$ cat src/rtl/dram_host_pkg.sv
// Constants, timings and command codes of the DRAM host controller
package dram_host_pkg;

    // ----------------------------------------------------------------
    // Geometry
    // ----------------------------------------------------------------
    localparam int ADDR_W = 9;
    localparam int DATA_W = 4;
    localparam int ROW_COUNT = 512;
    localparam int INIT_CYCLES = 8;
    localparam int INIT_W = 4;
    localparam int CNT_W = 4;
    localparam int AGE_W = 11;

    // ----------------------------------------------------------------
    // Pin levels
    // ----------------------------------------------------------------
    localparam logic STROBE_ON = 1'b0;
    localparam logic STROBE_OFF = 1'b1;

    // ----------------------------------------------------------------
    // Times in ns, page margin in cycles
    // ----------------------------------------------------------------
    localparam int CLK_PERIOD_NS = 50;
    localparam int REFRESH_WINDOW_NS = 8_200_000;
    localparam int POWERUP_PAUSE_NS = 200_000;
    localparam int T_RP_NS = 60;
    localparam int T_RAS_NS = 70;
    localparam int T_RAS_MAX_NS = 100_000;
    localparam int T_RCD_NS = 20;
    localparam int COLUMN_STROBE_ACCESS_NS = 20;
    localparam int COLUMN_ADDRESS_ACCESS_NS = 35;
    localparam int COLUMN_PRECHARGE_ACCESS_NS = 45;
    localparam int OUTPUT_ENABLE_ACCESS_NS = 20;
    localparam int REFRESH_COLUMN_SETUP_NS = 0;
    localparam int T_CP_NS = 10;
    localparam int T_WP_NS = 10;
    localparam int T_OED_NS = 15;
    localparam int PAGE_MARGIN_CYC = 16;

    // ----------------------------------------------------------------
    // Cycle conversion
    // ----------------------------------------------------------------
    function automatic int cyc_up(input int ns);
        int c;
        c = (ns + CLK_PERIOD_NS - 1) / CLK_PERIOD_NS;
        return (c < 1) ? 1 : c;
    endfunction : cyc_up

    function automatic int cyc_dn(input int ns);
        int c;
        c = ns / CLK_PERIOD_NS;
        return (c < 1) ? 1 : c;
    endfunction : cyc_dn

    function automatic int max4(input int a, input int b, input int c, input int d);
        int m;
        m = (a > b) ? a : b;
        m = (c > m) ? c : m;
        return (d > m) ? d : m;
    endfunction : max4

    localparam int RP_CYC = cyc_up(T_RP_NS);
    localparam int RAS_CYC = cyc_up(T_RAS_NS);
    localparam int RCD_CYC = cyc_up(T_RCD_NS);
    localparam int ACCESS_CYC = cyc_up(max4(COLUMN_STROBE_ACCESS_NS, COLUMN_ADDRESS_ACCESS_NS,
        COLUMN_PRECHARGE_ACCESS_NS, OUTPUT_ENABLE_ACCESS_NS));
    localparam int CSR_CYC = cyc_up(REFRESH_COLUMN_SETUP_NS);
    localparam int CP_CYC = cyc_up(T_CP_NS);
    localparam int WP_CYC = cyc_up(T_WP_NS);
    localparam int OED_CYC = cyc_up(T_OED_NS);
    localparam int RAS_MAX_CYC = cyc_dn(T_RAS_MAX_NS);
    localparam int REFRESH_INTERVAL_CYC = cyc_dn(REFRESH_WINDOW_NS / ROW_COUNT);
    localparam int POWERUP_PAUSE_CYC = cyc_up(POWERUP_PAUSE_NS);

    // ----------------------------------------------------------------
    // Commands
    // ----------------------------------------------------------------
    typedef enum logic [2:0] {
        CMD_READ = 3'h0,
        CMD_WRITE = 3'h1,
        CMD_RMW = 3'h2,
        CMD_ROW_REFRESH = 3'h3,
        CMD_COUNTER_TEST = 3'h4
    } cmd_t;

endpackage : dram_host_pkg

$ cat src/rtl/refresh_if.sv
// Signals between refresh timer and sequencer
`timescale 1ns/1ps
`default_nettype none
interface refresh_if;
    logic due;
    logic pause_done;
    logic ack;
    modport timer(output due, output pause_done, input ack);
    modport ctrl(input due, input pause_done, output ack);
endinterface : refresh_if
`default_nettype wire

$ cat src/rtl/dram_host_ctrl.sv
// Host sequencer for an asynchronous fast-page-mode DRAM with refresh
//
// How it works
// RULE_01 - One refresh per 8.2 ms / 512 interval.
// RULE_02 - Row-only refresh: row low, column high.
// RULE_03 - Data floats in row-only refresh.
// RULE_04 - Column before row strobe: counter refresh.
// RULE_05 - Device counter steps per counter refresh.
// RULE_06 - Second column fall opens counter test access.
// RULE_07 - Counter test row from device counter.
// RULE_08 - Counter test column at second column fall.
// RULE_09 - Page mode: row low, column strobe per access.
// RULE_10 - Data sampled after slowest access path.
// RULE_11 - Data floats once column or output enable rises.
// RULE_12 - Hidden refresh keeps read data driven.
// RULE_13 - Page accesses do not refresh.
// RULE_14 - 200 us pause, then eight counter refreshes.
// RULE_15 - Counter test after eight refreshes, one column.
// RULE_16 - Counter test cycle is read-modify-write.
// RULE_17 - Write enable high until column rises on reads.
// RULE_18 - Data floats in early write.
// RULE_19 - Hidden refresh: column low, row cycled high-low.
// RULE_20 - Row at row fall, column at column fall.
// RULE_21 - Write enable low writes, high reads.
// RULE_22 - Data latched at later of write and column fall.
// RULE_23 - Data floats until column falls in a read.
`timescale 1ns/1ps
`default_nettype none
module dram_host_ctrl #(
    parameter int REFRESH_INTERVAL_CYC = dram_host_pkg::REFRESH_INTERVAL_CYC,
    parameter int POWERUP_PAUSE_CYC = dram_host_pkg::POWERUP_PAUSE_CYC
) (
    input wire logic core_clk,
    input wire logic rst_n,
    input wire logic clk_en,
    input wire logic req_valid,
    output logic req_ready,
    input wire dram_host_pkg::cmd_t req_cmd,
    input wire logic [dram_host_pkg::ADDR_W-1:0] req_row,
    input wire logic [dram_host_pkg::ADDR_W-1:0] req_col,
    input wire logic [dram_host_pkg::DATA_W-1:0] req_wdata,
    output logic resp_valid,
    output logic [dram_host_pkg::DATA_W-1:0] resp_rdata,
    output logic init_done,
    output logic row_strobe_n,
    output logic column_strobe_n,
    output logic write_enable_n,
    output logic output_enable_n,
    output logic [dram_host_pkg::ADDR_W-1:0] address_pins,
    input wire logic [dram_host_pkg::DATA_W-1:0] data_pins_in,
    output logic [dram_host_pkg::DATA_W-1:0] data_pins_out,
    output logic data_pins_oe
);
    import dram_host_pkg::*;

    if (REFRESH_INTERVAL_CYC < 32 || ACCESS_CYC >= 2 ** CNT_W || RP_CYC >= 2 ** CNT_W
            || RAS_CYC >= 2 ** CNT_W || RAS_MAX_CYC >= 2 ** AGE_W) begin : g_bad_param
        $error("dram_host_ctrl: timing counts out of range");
    end

    // ----------------------------------------------------------------
    // State
    // ----------------------------------------------------------------
    typedef enum logic [14:0] {
        S_PAUSE = 15'h0001,
        S_IDLE = 15'h0002,
        S_START = 15'h0004,
        S_ROW = 15'h0008,
        S_COLSET = 15'h0010,
        S_CAS = 15'h0020,
        S_RMW_OE = 15'h0040,
        S_RMW_WR = 15'h0080,
        S_CP = 15'h0100,
        S_HIDDEN = 15'h0200,
        S_CBR_CAS = 15'h0400,
        S_REF_RAS = 15'h0800,
        S_CTR_CP = 15'h1000,
        S_RAS_ONLY = 15'h2000,
        S_PRE = 15'h4000
    } seq_t;

    typedef struct packed {
        seq_t st;
        logic [CNT_W-1:0] cnt;
        logic [AGE_W-1:0] age;
        logic [INIT_W-1:0] init_left;
        logic row_open;
        logic pending;
        logic init_done;
        logic req_ready;
        logic resp_valid;
        logic ack;
        cmd_t cmd;
        logic [ADDR_W-1:0] row;
        logic [ADDR_W-1:0] col;
        logic [DATA_W-1:0] wdata;
        logic [DATA_W-1:0] rdata;
        logic ras_n;
        logic cas_n;
        logic we_n;
        logic oe_n;
        logic [ADDR_W-1:0] addr;
        logic [DATA_W-1:0] dq_out;
        logic dq_oe;
    } ctrl_t;

    localparam ctrl_t CTRL_RESET = '{st: S_PAUSE, cnt: '0, age: '0,
        init_left: INIT_W'(INIT_CYCLES), row_open: 1'b0, pending: 1'b0, init_done: 1'b0,
        req_ready: 1'b0, resp_valid: 1'b0, ack: 1'b0, cmd: CMD_READ, row: '0, col: '0,
        wdata: '0, rdata: '0, ras_n: STROBE_OFF, cas_n: STROBE_OFF, we_n: STROBE_OFF,
        oe_n: STROBE_OFF, addr: '0, dq_out: '0, dq_oe: 1'b0};

    localparam logic [AGE_W-1:0] AGE_LIMIT = AGE_W'(RAS_MAX_CYC - PAGE_MARGIN_CYC);

    ctrl_t r;
    ctrl_t next_r;
    logic done;
    logic too_old;
    refresh_if rif();

    // ----------------------------------------------------------------
    // Helpers
    // ----------------------------------------------------------------
    function automatic logic [CNT_W-1:0] load(input int n);
        return CNT_W'(n - 1);
    endfunction : load

    function automatic ctrl_t col_setup(input ctrl_t s);
        ctrl_t o;
        o = s;
        o.addr = s.col; // [RULE_20] [RULE_08]
        o.dq_oe = (s.cmd == CMD_WRITE);
        o.we_n = o.dq_oe ? STROBE_ON : STROBE_OFF; // [RULE_21] [RULE_22]
        o.oe_n = o.dq_oe ? STROBE_OFF : STROBE_ON;
        o.dq_out = s.wdata;
        o.st = S_COLSET;
        return o;
    endfunction : col_setup

    function automatic ctrl_t close_row(input ctrl_t s);
        ctrl_t o;
        o = s;
        o.ras_n = STROBE_OFF;
        o.cas_n = STROBE_OFF;
        o.oe_n = STROBE_OFF;
        o.row_open = 1'b0;
        o.cnt = load(RP_CYC);
        o.st = S_PRE;
        return o;
    endfunction : close_row

    function automatic ctrl_t end_col(input ctrl_t s);
        ctrl_t o;
        o = s;
        o.cas_n = STROBE_OFF;
        o.we_n = STROBE_OFF;
        o.oe_n = STROBE_OFF;
        o.dq_oe = 1'b0;
        o.cnt = load(CP_CYC);
        o.st = S_CP;
        return o;
    endfunction : end_col

    function automatic ctrl_t start_cbr(input ctrl_t s);
        ctrl_t o;
        o = s;
        o.cas_n = STROBE_ON; // [RULE_04]
        o.cnt = load(CSR_CYC);
        o.st = S_CBR_CAS;
        return o;
    endfunction : start_cbr

    // ----------------------------------------------------------------
    // Sequencer
    // ----------------------------------------------------------------
    always_comb begin
        next_r = r;
        next_r.resp_valid = 1'b0;
        next_r.ack = 1'b0;
        done = (r.cnt == '0);
        too_old = r.row_open && (r.age >= AGE_LIMIT);
        if (r.cnt != '0) begin
            next_r.cnt = r.cnt - CNT_W'(1);
        end
        if (r.row_open && r.age != '1) begin
            next_r.age = r.age + AGE_W'(1);
        end
        unique case (r.st)
            S_PAUSE: begin
                if (rif.pause_done) begin
                    next_r = start_cbr(r); // [RULE_14]
                end
            end
            S_IDLE: begin
                if (r.req_ready && req_valid) begin
                    next_r.cmd = req_cmd;
                    next_r.row = req_row;
                    next_r.col = req_col;
                    next_r.wdata = req_wdata;
                    if (r.row_open && req_row == r.row && !too_old
                            && (req_cmd == CMD_READ || req_cmd == CMD_WRITE)) begin
                        next_r = col_setup(next_r); // [RULE_09]
                    end else if (r.row_open) begin
                        next_r.pending = 1'b1;
                        next_r = close_row(next_r);
                    end else begin
                        next_r.pending = 1'b1;
                        next_r.st = S_START;
                    end
                end else if (rif.due || too_old) begin
                    next_r = r.row_open ? close_row(r) : start_cbr(r); // [RULE_01]
                end
            end
            S_START: begin
                if (r.cmd == CMD_ROW_REFRESH) begin
                    next_r.pending = 1'b0;
                    next_r.addr = r.row;
                    next_r.ras_n = STROBE_ON; // [RULE_02] [RULE_03]
                    next_r.cnt = load(RAS_CYC);
                    next_r.st = S_RAS_ONLY;
                end else if (r.cmd == CMD_COUNTER_TEST) begin
                    next_r = start_cbr(r); // [RULE_06] [RULE_15]
                end else begin
                    next_r.pending = 1'b0;
                    next_r.addr = r.row; // [RULE_20]
                    next_r.ras_n = STROBE_ON;
                    next_r.row_open = 1'b1;
                    next_r.age = '0;
                    next_r.cnt = load(RCD_CYC);
                    next_r.st = S_ROW;
                end
            end
            S_ROW: begin
                if (done) begin
                    next_r = col_setup(next_r);
                end
            end
            S_COLSET: begin
                next_r.cas_n = STROBE_ON;
                next_r.cnt = load(ACCESS_CYC); // [RULE_10]
                next_r.st = S_CAS;
            end
            S_CAS: begin
                if (done) begin
                    if (r.cmd == CMD_WRITE) begin
                        next_r = end_col(next_r);
                    end else begin
                        next_r.rdata = data_pins_in; // [RULE_10]
                        next_r.resp_valid = 1'b1;
                        if (r.cmd == CMD_READ && rif.due) begin
                            next_r.ras_n = STROBE_OFF; // [RULE_19] [RULE_12]
                            next_r.cnt = load(RP_CYC);
                            next_r.st = S_HIDDEN;
                        end else if (r.cmd == CMD_READ) begin
                            next_r = end_col(next_r); // [RULE_17]
                        end else begin
                            next_r.oe_n = STROBE_OFF;
                            next_r.cnt = load(OED_CYC);
                            next_r.st = S_RMW_OE;
                        end
                    end
                end
            end
            S_RMW_OE: begin
                if (done) begin
                    next_r.we_n = STROBE_ON; // [RULE_22] [RULE_16]
                    next_r.dq_oe = 1'b1;
                    next_r.dq_out = r.wdata;
                    next_r.cnt = load(WP_CYC);
                    next_r.st = S_RMW_WR;
                end
            end
            S_RMW_WR: begin
                if (done) begin
                    next_r = end_col(next_r);
                end
            end
            S_CP: begin
                if (done) begin
                    next_r.st = S_IDLE;
                    if (r.cmd == CMD_COUNTER_TEST) begin
                        next_r = close_row(r);
                    end
                end
            end
            S_HIDDEN: begin
                if (done) begin
                    next_r.ras_n = STROBE_ON; // [RULE_19]
                    next_r.row_open = 1'b0;
                    next_r.cnt = load(RAS_CYC);
                    next_r.st = S_REF_RAS;
                end
            end
            S_CBR_CAS: begin
                if (done) begin
                    next_r.ras_n = STROBE_ON; // [RULE_04]
                    next_r.cnt = load(RAS_CYC);
                    next_r.st = S_REF_RAS;
                end
            end
            S_REF_RAS: begin
                if (done) begin
                    next_r.ack = 1'b1; // [RULE_05]
                    if (r.init_left != '0) begin
                        next_r.init_left = r.init_left - INIT_W'(1);
                    end
                    if (r.pending) begin
                        next_r.pending = 1'b0;
                        next_r.cas_n = STROBE_OFF; // [RULE_06]
                        next_r.cnt = load(CP_CYC);
                        next_r.st = S_CTR_CP;
                    end else begin
                        next_r = close_row(next_r);
                    end
                end
            end
            S_CTR_CP: begin
                if (done) begin
                    next_r = col_setup(next_r); // [RULE_07] [RULE_08]
                end
            end
            S_RAS_ONLY: begin
                if (done) begin
                    next_r = close_row(r); // [RULE_02]
                end
            end
            S_PRE: begin
                if (done) begin
                    if (r.init_left != '0) begin
                        next_r = start_cbr(r); // [RULE_14]
                    end else begin
                        next_r.init_done = 1'b1;
                        next_r.st = r.pending ? S_START : S_IDLE;
                    end
                end
            end
            default: begin
                next_r = close_row(CTRL_RESET);
            end
        endcase
        next_r.req_ready = (next_r.st == S_IDLE) && next_r.init_done && !rif.due;
    end

    always_ff @(posedge core_clk or negedge rst_n) begin
        if (!rst_n) begin
            r <= CTRL_RESET;
        end else if (clk_en) begin
            r <= next_r;
        end
    end

    // ----------------------------------------------------------------
    // Timer
    // ----------------------------------------------------------------
    assign rif.ack = r.ack;

    refresh_timer #(
        .INTERVAL_CYC(REFRESH_INTERVAL_CYC),
        .PAUSE_CYC(POWERUP_PAUSE_CYC)
    ) u_timer (
        .core_clk(core_clk),
        .rst_n(rst_n),
        .clk_en(clk_en),
        .rif(rif.timer)
    );

    // ----------------------------------------------------------------
    // Outputs
    // ----------------------------------------------------------------
    assign req_ready = r.req_ready;
    assign resp_valid = r.resp_valid;
    assign resp_rdata = r.rdata;
    assign init_done = r.init_done;
    assign row_strobe_n = r.ras_n;
    assign column_strobe_n = r.cas_n;
    assign write_enable_n = r.we_n;
    assign output_enable_n = r.oe_n;
    assign address_pins = r.addr;
    assign data_pins_out = r.dq_out;
    assign data_pins_oe = r.dq_oe;

endmodule : dram_host_ctrl
`default_nettype wire

$ cat src/rtl/refresh_timer.sv
// Power-up pause and periodic refresh request timer
`timescale 1ns/1ps
`default_nettype none
module refresh_timer #(
    parameter int INTERVAL_CYC = dram_host_pkg::REFRESH_INTERVAL_CYC,
    parameter int PAUSE_CYC = dram_host_pkg::POWERUP_PAUSE_CYC
) (
    input wire logic core_clk,
    input wire logic rst_n,
    input wire logic clk_en,
    refresh_if.timer rif
);
    import dram_host_pkg::*;

    localparam int TOP = (INTERVAL_CYC > PAUSE_CYC) ? INTERVAL_CYC : PAUSE_CYC;
    localparam int TW = $clog2(TOP + 1);

    if (INTERVAL_CYC < 1 || PAUSE_CYC < 1) begin : g_bad_param
        $error("refresh_timer: counts must be at least one");
    end

    typedef struct packed {
        logic [TW-1:0] cnt;
        logic paused;
        logic due;
    } timer_t;

    timer_t r;
    timer_t next_r;
    logic set_due;

    // ----------------------------------------------------------------
    // Counting
    // ----------------------------------------------------------------
    always_comb begin
        next_r = r;
        set_due = 1'b0;
        if (!r.paused) begin
            if (r.cnt == TW'(PAUSE_CYC - 1)) begin
                next_r.paused = 1'b1;
                next_r.cnt = '0;
            end else begin
                next_r.cnt = r.cnt + TW'(1);
            end
        end else if (r.cnt == TW'(INTERVAL_CYC - 1)) begin
            set_due = 1'b1; // [RULE_01]
            next_r.cnt = '0;
        end else begin
            next_r.cnt = r.cnt + TW'(1);
        end
        next_r.due = set_due | (r.due & ~rif.ack);
    end

    always_ff @(posedge core_clk or negedge rst_n) begin
        if (!rst_n) begin
            r <= '0;
        end else if (clk_en) begin
            r <= next_r;
        end
    end

    assign rif.due = r.due;
    assign rif.pause_done = r.paused;

endmodule : refresh_timer
`default_nettype wire
$ cat config.mk
export PLATFORM = sky130hd
export DESIGN_NAME = dram_host_ctrl
export DESIGN_NICKNAME = d
export VERILOG_FILES = /design/src/rtl/dram_host_pkg.sv /design/src/rtl/refresh_if.sv /design/src/rtl/dram_host_ctrl.sv /design/src/rtl/refresh_timer.sv
export SDC_FILE = /design/constraint.sdc
export NUM_CORES = 1
export LEC_CHECK = 0
export BUFFER_PORTS_ARGS = -buffer_cell sky130_fd_sc_hd__buf_2
export CORE_MARGIN = 3
export CORE_UTILIZATION = 25
export CTS_BUF_LIST = sky130_fd_sc_hd__clkbuf_4
export CTS_CLUSTER_DIAMETER = 80
export DETAILED_ROUTE_END_ITERATION = 10
export GPL_TIMING_DRIVEN = 0
export PLACE_DENSITY_LB_ADDON = 0.08
export SKIP_CTS_REPAIR_TIMING = 1
export SYNTH_ARGS = -nofsm -noshare
export SYNTH_HDL_FRONTEND = slang
export SYNTH_SLANG_ARGS = --single-unit
$ cat constraint.sdc
create_clock -name core_clk -period 9.6 [get_ports core_clk]
set_input_delay 0.48 -clock core_clk [delete_from_list [all_inputs] [get_ports core_clk]]
set_output_delay 0.48 -clock core_clk [all_outputs]
set_load 0.05 [all_outputs]
==> results by group, run 1 <==
Outcome
  – Status: finished, final reports clean

CTS
  – Latest clock arrival within the worst-skew pair: 0.51 ns
  – Clock Sinks: 101
  – Clock transition at path regs: 0.20 ns
  – Root Driver: clkbuf_4
  – Clock buffer depth: 2
  – Clock buffer count from CTS: 9
  – CTS tree: built
  – H-tree levels: 3

Critical path
  – Slowest stage delay, CP: 0.92 ns
  – Reg2reg start: r[68]
  – CP Capture Point: r[68]
  – Worst Setup SP: r[68]
  – Reg2reg setup slack: 5.32 ns
  – Startpoint types: flop
  – Worst path slowest cell: nor3b_1
  – Reg2Reg Depth: 12
  – CP Data Required Time: 10.03 ns
  – Worst Setup Path Type: flop to flop
  – Critical Path Sink Type: flop
  – Reg2reg end: r[68]
  – CP arrival: 4.71 ns
  – Worst-path cell chain: inv_1 > ha_1 > nor3b_1 > inv_1 > clkbuf_1 > clkbuf_1 > ha_1 > a21oi_1 > o22ai_1 > a32oi_1 > or3_1 > o32a_1
  – Worst-path fanout max: 11

Logic synthesis
  – Most frequent cell after synthesis: nand2_1
  – Synth Register Bits: 101
  – Top post-synthesis cells by area: dfrtp_1 (37%), nand2_1 (6.6%), o21ai_0 (3.8%)
  – Post-synth net total: 782
  – Synth Instances: 742
  – Post-synth top area share: 0.368
  – Synth async-reset ratio: 1.00
  – Post-synth EDFFs: 0
  – Cell taking the most area after synthesis: dfrtp_1
  – Netlist cell types: 79
  – Sequential area share after synthesis: 0.393
  – Avg Inst Size Synth: 8.70 um2
  – Synth Cell Area: 0.00645 mm2
  – Warnings, synthesis: 0
  – Main synth FF type: dfrtp_1
  – Synth cell count leaders: nand2_1 (113), dfrtp_1 (95), nor2_1 (54)

Timing
  – Least-Margin Pin Slew: 1.43 ns
  – Worst Skew: 0.0335 ns
  – Fin. Hold Viols: 0
  – Slew HR: 0.0426
  – RSZ-0062 raised after global routing: false
  – Final Cycle Share: 0.446
  – Minimum clock period: 4.28 ns
  – Setup violators final: 0
  – Fmax: 233 MHz
  – Final Max Slew Viols: 0
  – Setup tns final: 0 ns

Floorplan
  – Initial core utilization: 0.256
  – Core Region: 0.0253 mm2
  – Height of the die: 167 um
  – Row count: 58
  – I/O Pins: 58
  – Die W: 167 um
  – Die area: 0.0278 mm2

Pwr
  – P_sw: 390 uW
  – Sw Ratio: 0.383
  – Int Pwr: 628 uW
  – Logic gate share of total power: 0.265
  – Power per cell area: 138 mW/mm2
  – LEAKAGE: 0.00310 uW
  – Seq pwr share: 0.468
  – Peak VDD IR: 0.0501 mV
  – Clock network power share: 0.267

Place
  – Cell Count Post-Placement: 1,130
  – Placed inst area: 0.00719 mm2
  – Placer congestion estimate: 0.914
  – Port Buffer Count: 57
  – HPWL Detailed: 17.8 mm

Global route
  – Vias in the first global route: 6,060
  – Initial antenna violation count: 1
  – First-pass GRT wire length: 36.8 mm
  – Pin count of the biggest net entering global routing: 60
  – Total Routing Usage GR: 0.171
  – GRT overflow: 0

Layout
  – Layout area overhead: 14.2%
  – Fin nets: 852
  – Design Area, Final: 0.00737 mm2
  – Footprint of the multi-input gates: 0.00349 mm2
  – FF/Latch Area: 0.00253 mm2
  – Non-filler instance count after layout: 1,149
  – Fraction of layout cells with a size suffix above 1: 0.196
  – Fill cell count: 2,793

Drt
  – Router iterations before antenna repair: 5
  – Drt wl/cell: 20.5 um
  – Post-route ant nets: 0
  – Iter 0 DRT Violations: 408
  – Via count: 5,946
  – DRC violations left: 0
  – WL final: 23.5 mm
  – Via-per-instance ratio: 5.17

Flow run
  – Maxcap violations: 0

Min path
  – Hold Crit Class: primary input to flop
  – WHS Path Cells: 3
  – Worst hold start: req_col[2]
==> power groups by stage <==
| stage | clock network (uW) | logic [uW] | registers [uW] |
|---|---|---|---|
| 6_report | 272 | 270 | 476 |
| 3_5_place_dp | 0 | 271 | 484 |
| 4_1_cts | 289 | 272 | 477 |
| 5_1_grt | 302 | 297 | 481 |
| 3_3_place_gp | 0 | 271 | 484 |
| 2_1_floorplan | 0 | 162 | 489 |
==> logic make-up after synthesis <==
logic type	Yosys count	synth area share
fa+ha+maj	7	0.0136
flops	101	0.393
xor+xnor	31	0.0421
buf+inv	85	0.0667
simple gates	330	0.281
compound gates	162	0.161
mux	26	0.0430
==> sequential cells by signal, indices dropped and copies added (netlist names), 4 cells and up <==
register	flops
r	61
resp_rdata	4
address_pins	9
data_pins_out	4
u_timer.r	12
==> worst min path at each step <==
stage / end / slack, ns
2_1_floorplan: address_pins[0] / 0.18
3_3_place_gp: u_timer.r[6] / 0.46
3_5_place_dp: u_timer.r[6] / 0.46
4_1_cts: r[65] / -0.07
5_1_grt: r[32] / 0.14
6_report: r[28] / 0.19
==> final cells by class <==
class	instances	share of cell area
tap	330	0.0560
clock inverter	7	0.0139
inverter	26	0.0132
multi-input combinational	556	0.474
clock buffer	9	0.00916
antenna	2	0.000679
buffer	59	0.0451
sequential	101	0.344
timing repair buffer	59	0.0441
==> critical path, delay by kind of cell, from the launching register on <==
family,cells,cell delay (ns)
buffers and inverters,4,1.05
adders and majority gates,2,0.61
DFF,1,0.50
and+or+nand+nor,2,1.33
AOI/OAI and AO/OA,4,0.70
==> routing by layer <==
metal	track usage	part of all wire	vias to the layer above
met3	0.0337	0.050	37
li1	-	-	2808
met4	0.0599	0.028	0
met5	0	0	-
met1	0.237	0.46	2920
met2	0.267	0.46	181
==> layout by cell type (no fill, tap or decap), types with 7 or more instances in the layout <==
| master | n |
|---|---|
| or3_1 | 7 |
| mux2i_1 | 12 |
| xor2_1 | 12 |
| dfrtp_1 | 95 |
| mux2_2 | 8 |
| a21oi_1 | 28 |
| inv_1 | 26 |
| ha_1 | 7 |
| nor4_1 | 13 |
| nand4_1 | 23 |
| xnor2_1 | 19 |
| a22oi_1 | 10 |
| clkbuf_1 | 19 |
| and3_1 | 8 |
| nor2_1 | 54 |
| o21ai_0 | 49 |
| nor4b_1 | 9 |
| nand3_1 | 15 |
| and2_1 | 9 |
| nand2_1 | 113 |
| clkbuf_4 | 9 |
| buf_2 | 72 |
| nor3_1 | 16 |
| o21ai_1 | 12 |
| buf_4 | 21 |
==> metrics by stage <==
stage,hold slack [ns],total power [uW],utilization,setup WS [ns]
after global routing,0.138,1080,0.292,5.10
final,0.188,1020,0.292,5.32
after floorplan,0.184,651,-,6.54
after global placement,0.460,755,0.283,5.31
after CTS,-0.0720,1040,0.291,5.38
after detailed placement,0.462,755,0.285,5.43
No activity file was read; power rests on OpenSTA's default activity.
==> run 2: changes to the inputs <==
==> constraint.sdc (replaced) <==
create_clock -name core_clk -period 3.84 [get_ports core_clk]
set_input_delay 0.192 -clock core_clk [delete_from_list [all_inputs] [get_ports core_clk]]
set_output_delay 0.192 -clock core_clk [all_outputs]
set_load 0.05 [all_outputs]
==> results by group, run 2 (same netlist as run 1, synthesis figures left out) <==
Floorplan
  – Initial core utilization: 0.256 (unchanged)
  – Die W: 167 um (unchanged)
  – I/O Pins: 58 (unchanged)
  – Height of the die: 167 um (unchanged)
  – Core Region: 0.0253 mm2 (unchanged)
  – Die area: 0.0278 mm2 (unchanged)
  – Row count: 58 (unchanged)

Drt
  – Via count: 6,057 (+1.9%)
  – Drt wl/cell: 20.1 um (-1.9%)
  – Iter 0 DRT Violations: 352 (-14%)
  – DRC violations left: 0 (unchanged)
  – WL final: 23.7 mm (+0.54%)
  – Router iterations before antenna repair: 5 (unchanged)
  – Via-per-instance ratio: 5.14 (-0.64%)
  – Post-route ant nets: 0 (unchanged)

Place
  – Cell Count Post-Placement: 1,130 (unchanged)
  – Placed inst area: 0.00719 mm2 (unchanged)
  – HPWL Detailed: 17.8 mm (unchanged)
  – Pre-CTS setup slack: -0.331 ns (-5.76 ns)
  – Port Buffer Count: 57 (unchanged)
  – Placer congestion estimate: 0.914 (unchanged)

Critical path
  – Number of buffers and inverters on the critical path: 4 (unchanged)
  – Slowest stage delay, CP: 0.50 ns (-0.42 ns)
  – CP arrival: 4.04 ns (-0.67 ns)
  – Critical Path Sink Type: flop
  – Startpoint types: flop
  – CP top delay family: buffers and inverters
  – CP Data Required Time: 4.27 ns (-5.76 ns)
  – Worst-path fanout max: 11 (unchanged)
  – Worst-path cell chain: inv_1 > ha_1 > nor3b_4 > inv_1 > clkbuf_1 > clkbuf_2 > ha_1 > a21oi_1 > o22ai_1 > a32oi_1 > or3_1 > o32a_1
  – Worst path slowest cell: dfrtp_1
  – Worst Setup Path Type: flop to flop

CTS
  – Clock buffer count from CTS: 9 (unchanged)
  – Clock buffer depth: 2 (unchanged)
  – Latest clock arrival within the worst-skew pair: 0.51 ns (about the same)
  – Clock Sinks: 101 (unchanged)
  – CTS tree: built
  – Root Driver: clkbuf_4
  – Clock transition at path regs: 0.20 ns (about the same)
  – H-tree levels: 3 (unchanged)

Timing
  – Setup tns final: 0 ns (unchanged)
  – WHS: 0.212 ns (+0.0242 ns)
  – Final Cycle Share: 0.940 (+0.494)
  – RSZ-0062 raised after global routing: false
  – Fmax: 277 MHz (+19%)
  – Slew HR: 0.0766 (+0.0340)
  – Fin. Hold Viols: 0 (unchanged)
  – Least-Margin Pin Slew: 1.38 ns (-0.0509 ns)
  – Final Max Slew Viols: 0 (unchanged)
  – Setup violators final: 0 (unchanged)
  – Minimum clock period: 3.61 ns (-0.674 ns)
  – Setup WS post-layout: 0.230 ns (-5.09 ns)
  – Worst Skew: 0.0298 ns (-0.00374 ns)

Global route
  – First-pass GRT wire length: 36.8 mm (unchanged)
  – Total Routing Usage GR: 0.171 (unchanged)
  – GRT overflow: 0 (unchanged)
  – Initial antenna violation count: 1 (unchanged)
  – Vias in the first global route: 6,060 (unchanged)
  – Pin count of the biggest net entering global routing: 60 (unchanged)

Pwr
  – Power per cell area: 336 mW/mm2 (+140%)
  – Peak VDD IR: 0.125 mV (+150%)
  – LEAKAGE: 0.00323 uW (+4.1%)

Layout
  – Largest Register: r
  – Largest register FFs: 61 (unchanged)
  – Most frequent cells in the layout: nand2_1 (113), dfrtp_1 (95), buf_2 (72)
  – Layout area overhead: 18.9%
  – Non-filler instance count after layout: 1,178 (+2.5%)
  – Commonest non-fill, non-tap cell in the layout: nand2_1
  – Fraction of layout cells with a size suffix above 1: 0.191 (-0.00435)
  – Fin nets: 881 (+3.4%)
  – Design Area, Final: 0.00768 mm2 (+4.1%)

Outcome
  – Status: finished, final reports clean

Min path
  – Hold Crit Class: primary input to async pin

Flow run
  – Maxcap violations: 0 (unchanged)
run 2: routing by layer:
metal	GRT usage	wire length [um]	up-vias
li1	-	-	2862
met1	0.237	11000	2985
met2	0.267	10800	161
met4	0.0599	740	0
met3	0.0337	1110	49
met5	0	0	-
run 2: path summary, 6_finish.rpt:
check / from / to / slack, ns / cells past startpoint
min in group core_clk: clk_en / r[69] / 0.21 / 4
hold reg to reg: u_timer.r[6] / u_timer.r[6] / 0.48 / 1
max in group asynchronous: rst_n / column_strobe_n / 2.84 / 3
setup / recovery: r[68] / r[68] / 0.23 / 12
hold / removal: rst_n / r[65] / 0.21 / 2
setup reg to reg: r[68] / r[68] / 0.23 / 12
run 2: power breakdown:
group	total, uW	switching (uW)	internal [uW]	leakage (uW)
Clock	682	460	222	0.0000901
Sequential	1190	59.0	1130	0.00135
Combinational	705	467	237	0.00178
run 2: layout make-up:
| type | count | area, um2 |
|---|---|---|
| plain buffers | 59 | 334 |
| diodes | 2 | 5.00 |
| clock inverters | 7 | 103 |
| inverters | 26 | 97.6 |
| multi-input cells | 556 | 3510 |
| repair buffers | 88 | 616 |
| fillers | 2774 | 17600 |
| clock buffers | 9 | 67.6 |
| flip-flops and latches | 101 | 2530 |
| well taps | 330 | 413 |
run 2: stage by stage:
stage                util  total power, uW
finish              0.304             2580
global route        0.304             2730
CTS                 0.291             2590
detailed placement  0.285             1890
global placement    0.283             1890
floorplan               -             1630
==> run 3: changes to the inputs <==
--- a/config.mk
+++ b/config.mk
@@ -5,6 +5,7 @@
 export SDC_FILE = /design/constraint.sdc
 export NUM_CORES = 1
 export LEC_CHECK = 0
+export ABC_AREA = 1
 export BUFFER_PORTS_ARGS = -buffer_cell sky130_fd_sc_hd__buf_2
 export CORE_MARGIN = 3
 export CORE_UTILIZATION = 25
==> results by group, run 3 <==
Outcome
  – Status: finished, final reports clean

Min path
  – Hold Crit Class: primary input to flop

Place
  – Port Buffer Count: 56 (-1.8%)
  – Placer congestion estimate: 0.945 (+3.3%)
  – Pre-CTS setup slack: 0.755 ns (+1.09 ns)
  – HPWL Detailed: 19.6 mm (+10%)
  – Cell Count Post-Placement: 1,442 (+28%)

Logic synthesis
  – Sequential area share after synthesis: 0.357 (-0.0356)
  – Synth Instances: 1,007 (+36%)
  – Cell taking the most area after synthesis: dfrtp_1
  – Post-synth top area share: 0.335 (-0.0334)
  – Warnings, synthesis: 0 (unchanged)
  – Synth async-reset ratio: 1.00 (unchanged)
  – Main synth FF type: dfrtp_1
  – Most frequent cell after synthesis: nand2_1
  – Post-synth net total: 1,047 (+34%)
  – Top post-synthesis cells by area: dfrtp_1 (33%), nand2_1 (13%), nor2_1 (6.8%)
  – Synth Cell Area: 0.00710 mm2 (+10%)
  – Post-synth EDFFs: 0 (unchanged)
  – Synth cell count leaders: nand2_1 (255), nor2_1 (128), inv_1 (101)
  – Netlist cell types: 58 (-27%)
  – Synth Register Bits: 101 (unchanged)
  – Avg Inst Size Synth: 7.05 um2 (-19%)

Global route
  – Total Routing Usage GR: 0.169 (-0.00202)
  – Initial antenna violation count: 1 (unchanged)
  – GRT overflow: 0 (unchanged)
  – Pin count of the biggest net entering global routing: 60 (unchanged)
  – Vias in the first global route: 6,878 (+13%)
  – First-pass GRT wire length: 39.7 mm (+7.9%)

Timing
  – Fin. Hold Viols: 0 (unchanged)
  – Setup WS post-layout: 0.702 ns (+0.472 ns)
  – Slew HR: 0.551 (+0.474)
  – Setup violators final: 0 (unchanged)
  – Final Max Slew Viols: 0 (unchanged)
  – Minimum clock period: 3.14 ns (-0.472 ns)
  – Worst Skew: 0.0370 ns (+0.00721 ns)
  – Fmax: 319 MHz (+15%)
  – Setup tns final: 0 ns (unchanged)
  – Least-Margin Pin Slew: 0.674 ns (-0.708 ns)
  – RSZ-0062 raised after global routing: false
  – Final Cycle Share: 0.817 (-0.123)

Pwr
  – Pwr Total: 3320 uW (+29%)
  – Power per cell area: 398 mW/mm2 (+19%)
  – LEAKAGE: 0.00418 uW (+30%)
  – Peak VDD IR: 0.244 mV (+94%)

Drt
  – Via-per-instance ratio: 4.64 (-9.7%)
  – Drt wl/cell: 16.9 um (-16%)
  – WL final: 25.2 mm (+6.6%)
  – Router iterations before antenna repair: 5 (unchanged)
  – Post-route ant nets: 0 (unchanged)
  – DRC violations left: 0 (unchanged)
  – Iter 0 DRT Violations: 431 (+22%)
  – Via count: 6,916 (+14%)

CTS
  – Clock buffer count from CTS: 9 (unchanged)
  – Latest clock arrival within the worst-skew pair: 0.52 ns (about the same)
  – Clock transition at path regs: 0.18 ns (-0.02 ns)
  – CTS tree: built
  – Clock Sinks: 101 (unchanged)
  – H-tree levels: 3 (unchanged)
  – Root Driver: clkbuf_4
  – Clock buffer depth: 2 (unchanged)

Floorplan
  – Die W: 174 um (+4.7%)
  – I/O Pins: 58 (unchanged)
  – Initial core utilization: 0.255 (-0.000799)
  – Core Region: 0.0279 mm2 (+10%)
  – Die area: 0.0304 mm2 (+9.6%)
  – Height of the die: 174 um (+4.7%)
  – Row count: 61 (+5.2%)

Critical path
  – CP Data Required Time: 4.29 ns (+0.02 ns)
  – Reg2Reg Depth: 13 (+1)
  – Reg2reg setup slack: 0.70 ns (+0.47 ns)
  – CP arrival: 3.59 ns (-0.45 ns)
  – Reg2reg end: r[68]
  – Critical Path Sink Type: flop
  – Startpoint types: flop
  – Worst-path fanout max: 11 (unchanged)
  – Worst Setup Path Type: flop to flop
  – Reg2reg start: r[68]
  – Worst Setup SP: r[68]
  – CP Capture Point: r[68]

Layout
  – Layout area overhead: 17.5%
  – Fraction of layout cells with a size suffix above 1: 0.176 (-0.0158)
  – Fin nets: 1,145 (+30%)
  – Largest Register: r
  – Non-filler instance count after layout: 1,490 (+26%)
  – Commonest non-fill, non-tap cell in the layout: nand2_1
  – Most frequent cells in the layout: nand2_1 (255), nor2_1 (128), inv_1 (101)
  – FF/Latch Area: 0.00253 mm2 (unchanged)
  – Fill cell count: 3,170 (+14%)
  – Largest register FFs: 61 (unchanged)
  – Footprint of the multi-input gates: 0.00384 mm2 (+9.5%)

Flow run
  – Maxcap violations: 0 (unchanged)
==> run 3: changes by cell type after synthesis, moves of 12 or more <==
cell      before  now
nand2_1      113  255
nand3_1       15   93
inv_1         26  101
nor2_1        54  128
xnor2_1       19    2
o21ai_1       12   28
inv_2          0   15
nand2_4        0   13
nor4_1        14    1
clkbuf_1      19    7
mux2i_1       12    0
==> run 3: kinds of logic after synthesis <==
| group | after synthesis | share of synthesized area |
|---|---|---|
| AO/OA/AOI/OAI | 133 | 0.109 |
| flip-flops | 101 | 0.357 |
| adder cells (fa/ha/maj) | 7 | 0.0123 |
| XOR/XNOR | 16 | 0.0208 |
| AND/OR/NAND/NOR | 590 | 0.399 |
| buffers and inverters | 160 | 0.102 |
==> run 3: where the power goes <==
group	internal (uW)	switching, uW	total, uW
Sequential	1160	79.7	1240
Combinational	407	1050	1450
Clock	226	400	626
Total	1790	1530	3320
==> run 3: final cells by class <==
type | count | share of cell area
timing repair buffer | 87 | 0.0737
antenna | 2 | 0.000600
inverter | 122 | 0.0566
clock inverter | 4 | 0.00675
tap | 378 | 0.0567
clock buffer | 12 | 0.0108
multi-input combinational | 746 | 0.461
buffer | 38 | 0.0302
sequential | 101 | 0.304
==> run 3: critical path, cell delays in order, from the launching register on <==
cell	delay, ns
dfrtp_1	0.42
inv_1	0.13
ha_1	0.25
nand2_2	0.22
clkbuf_1	0.46
clkbuf_1	0.55
ha_1	0.37
inv_1	0.13
nand2_1	0.07
a31oi_1	0.14
nand2_1	0.08
nand2_1	0.06
nor2_1	0.05
a21oi_1	0.14
==> run 3: per-layer routing <==
metal  part of all wire  up-vias  global-route usage
li1                   -     3451                   -
met1               0.47     3270               0.234
met2               0.46      166               0.272
met3              0.045       29              0.0280
met4              0.021        0              0.0479
met5                  0        -                   0
==> run 3: how the worst min path moves through the flow <==
stage	from	end	cells past startpoint
floorplan	rst_n	address_pins[0]	0
finish	clk_en	u_timer.r[11]	4
global placement	data_pins_in[1]	resp_rdata[1]	3
CTS	rst_n	r[23]	1
global route	clk_en	u_timer.r[11]	4
detailed placement	rst_n	r[85]	1
==> run 3: through the flow <==
stage	util	cell area [um2]	hold slack [ns]
3_5_place_dp	0.283	7880	0.166
6_report	0.299	8340	0.102
4_1_cts	0.288	8030	-0.451
5_1_grt	0.299	8340	0.0807
3_3_place_gp	0.282	7850	0.443
2_1_floorplan	-	7100	-0.104
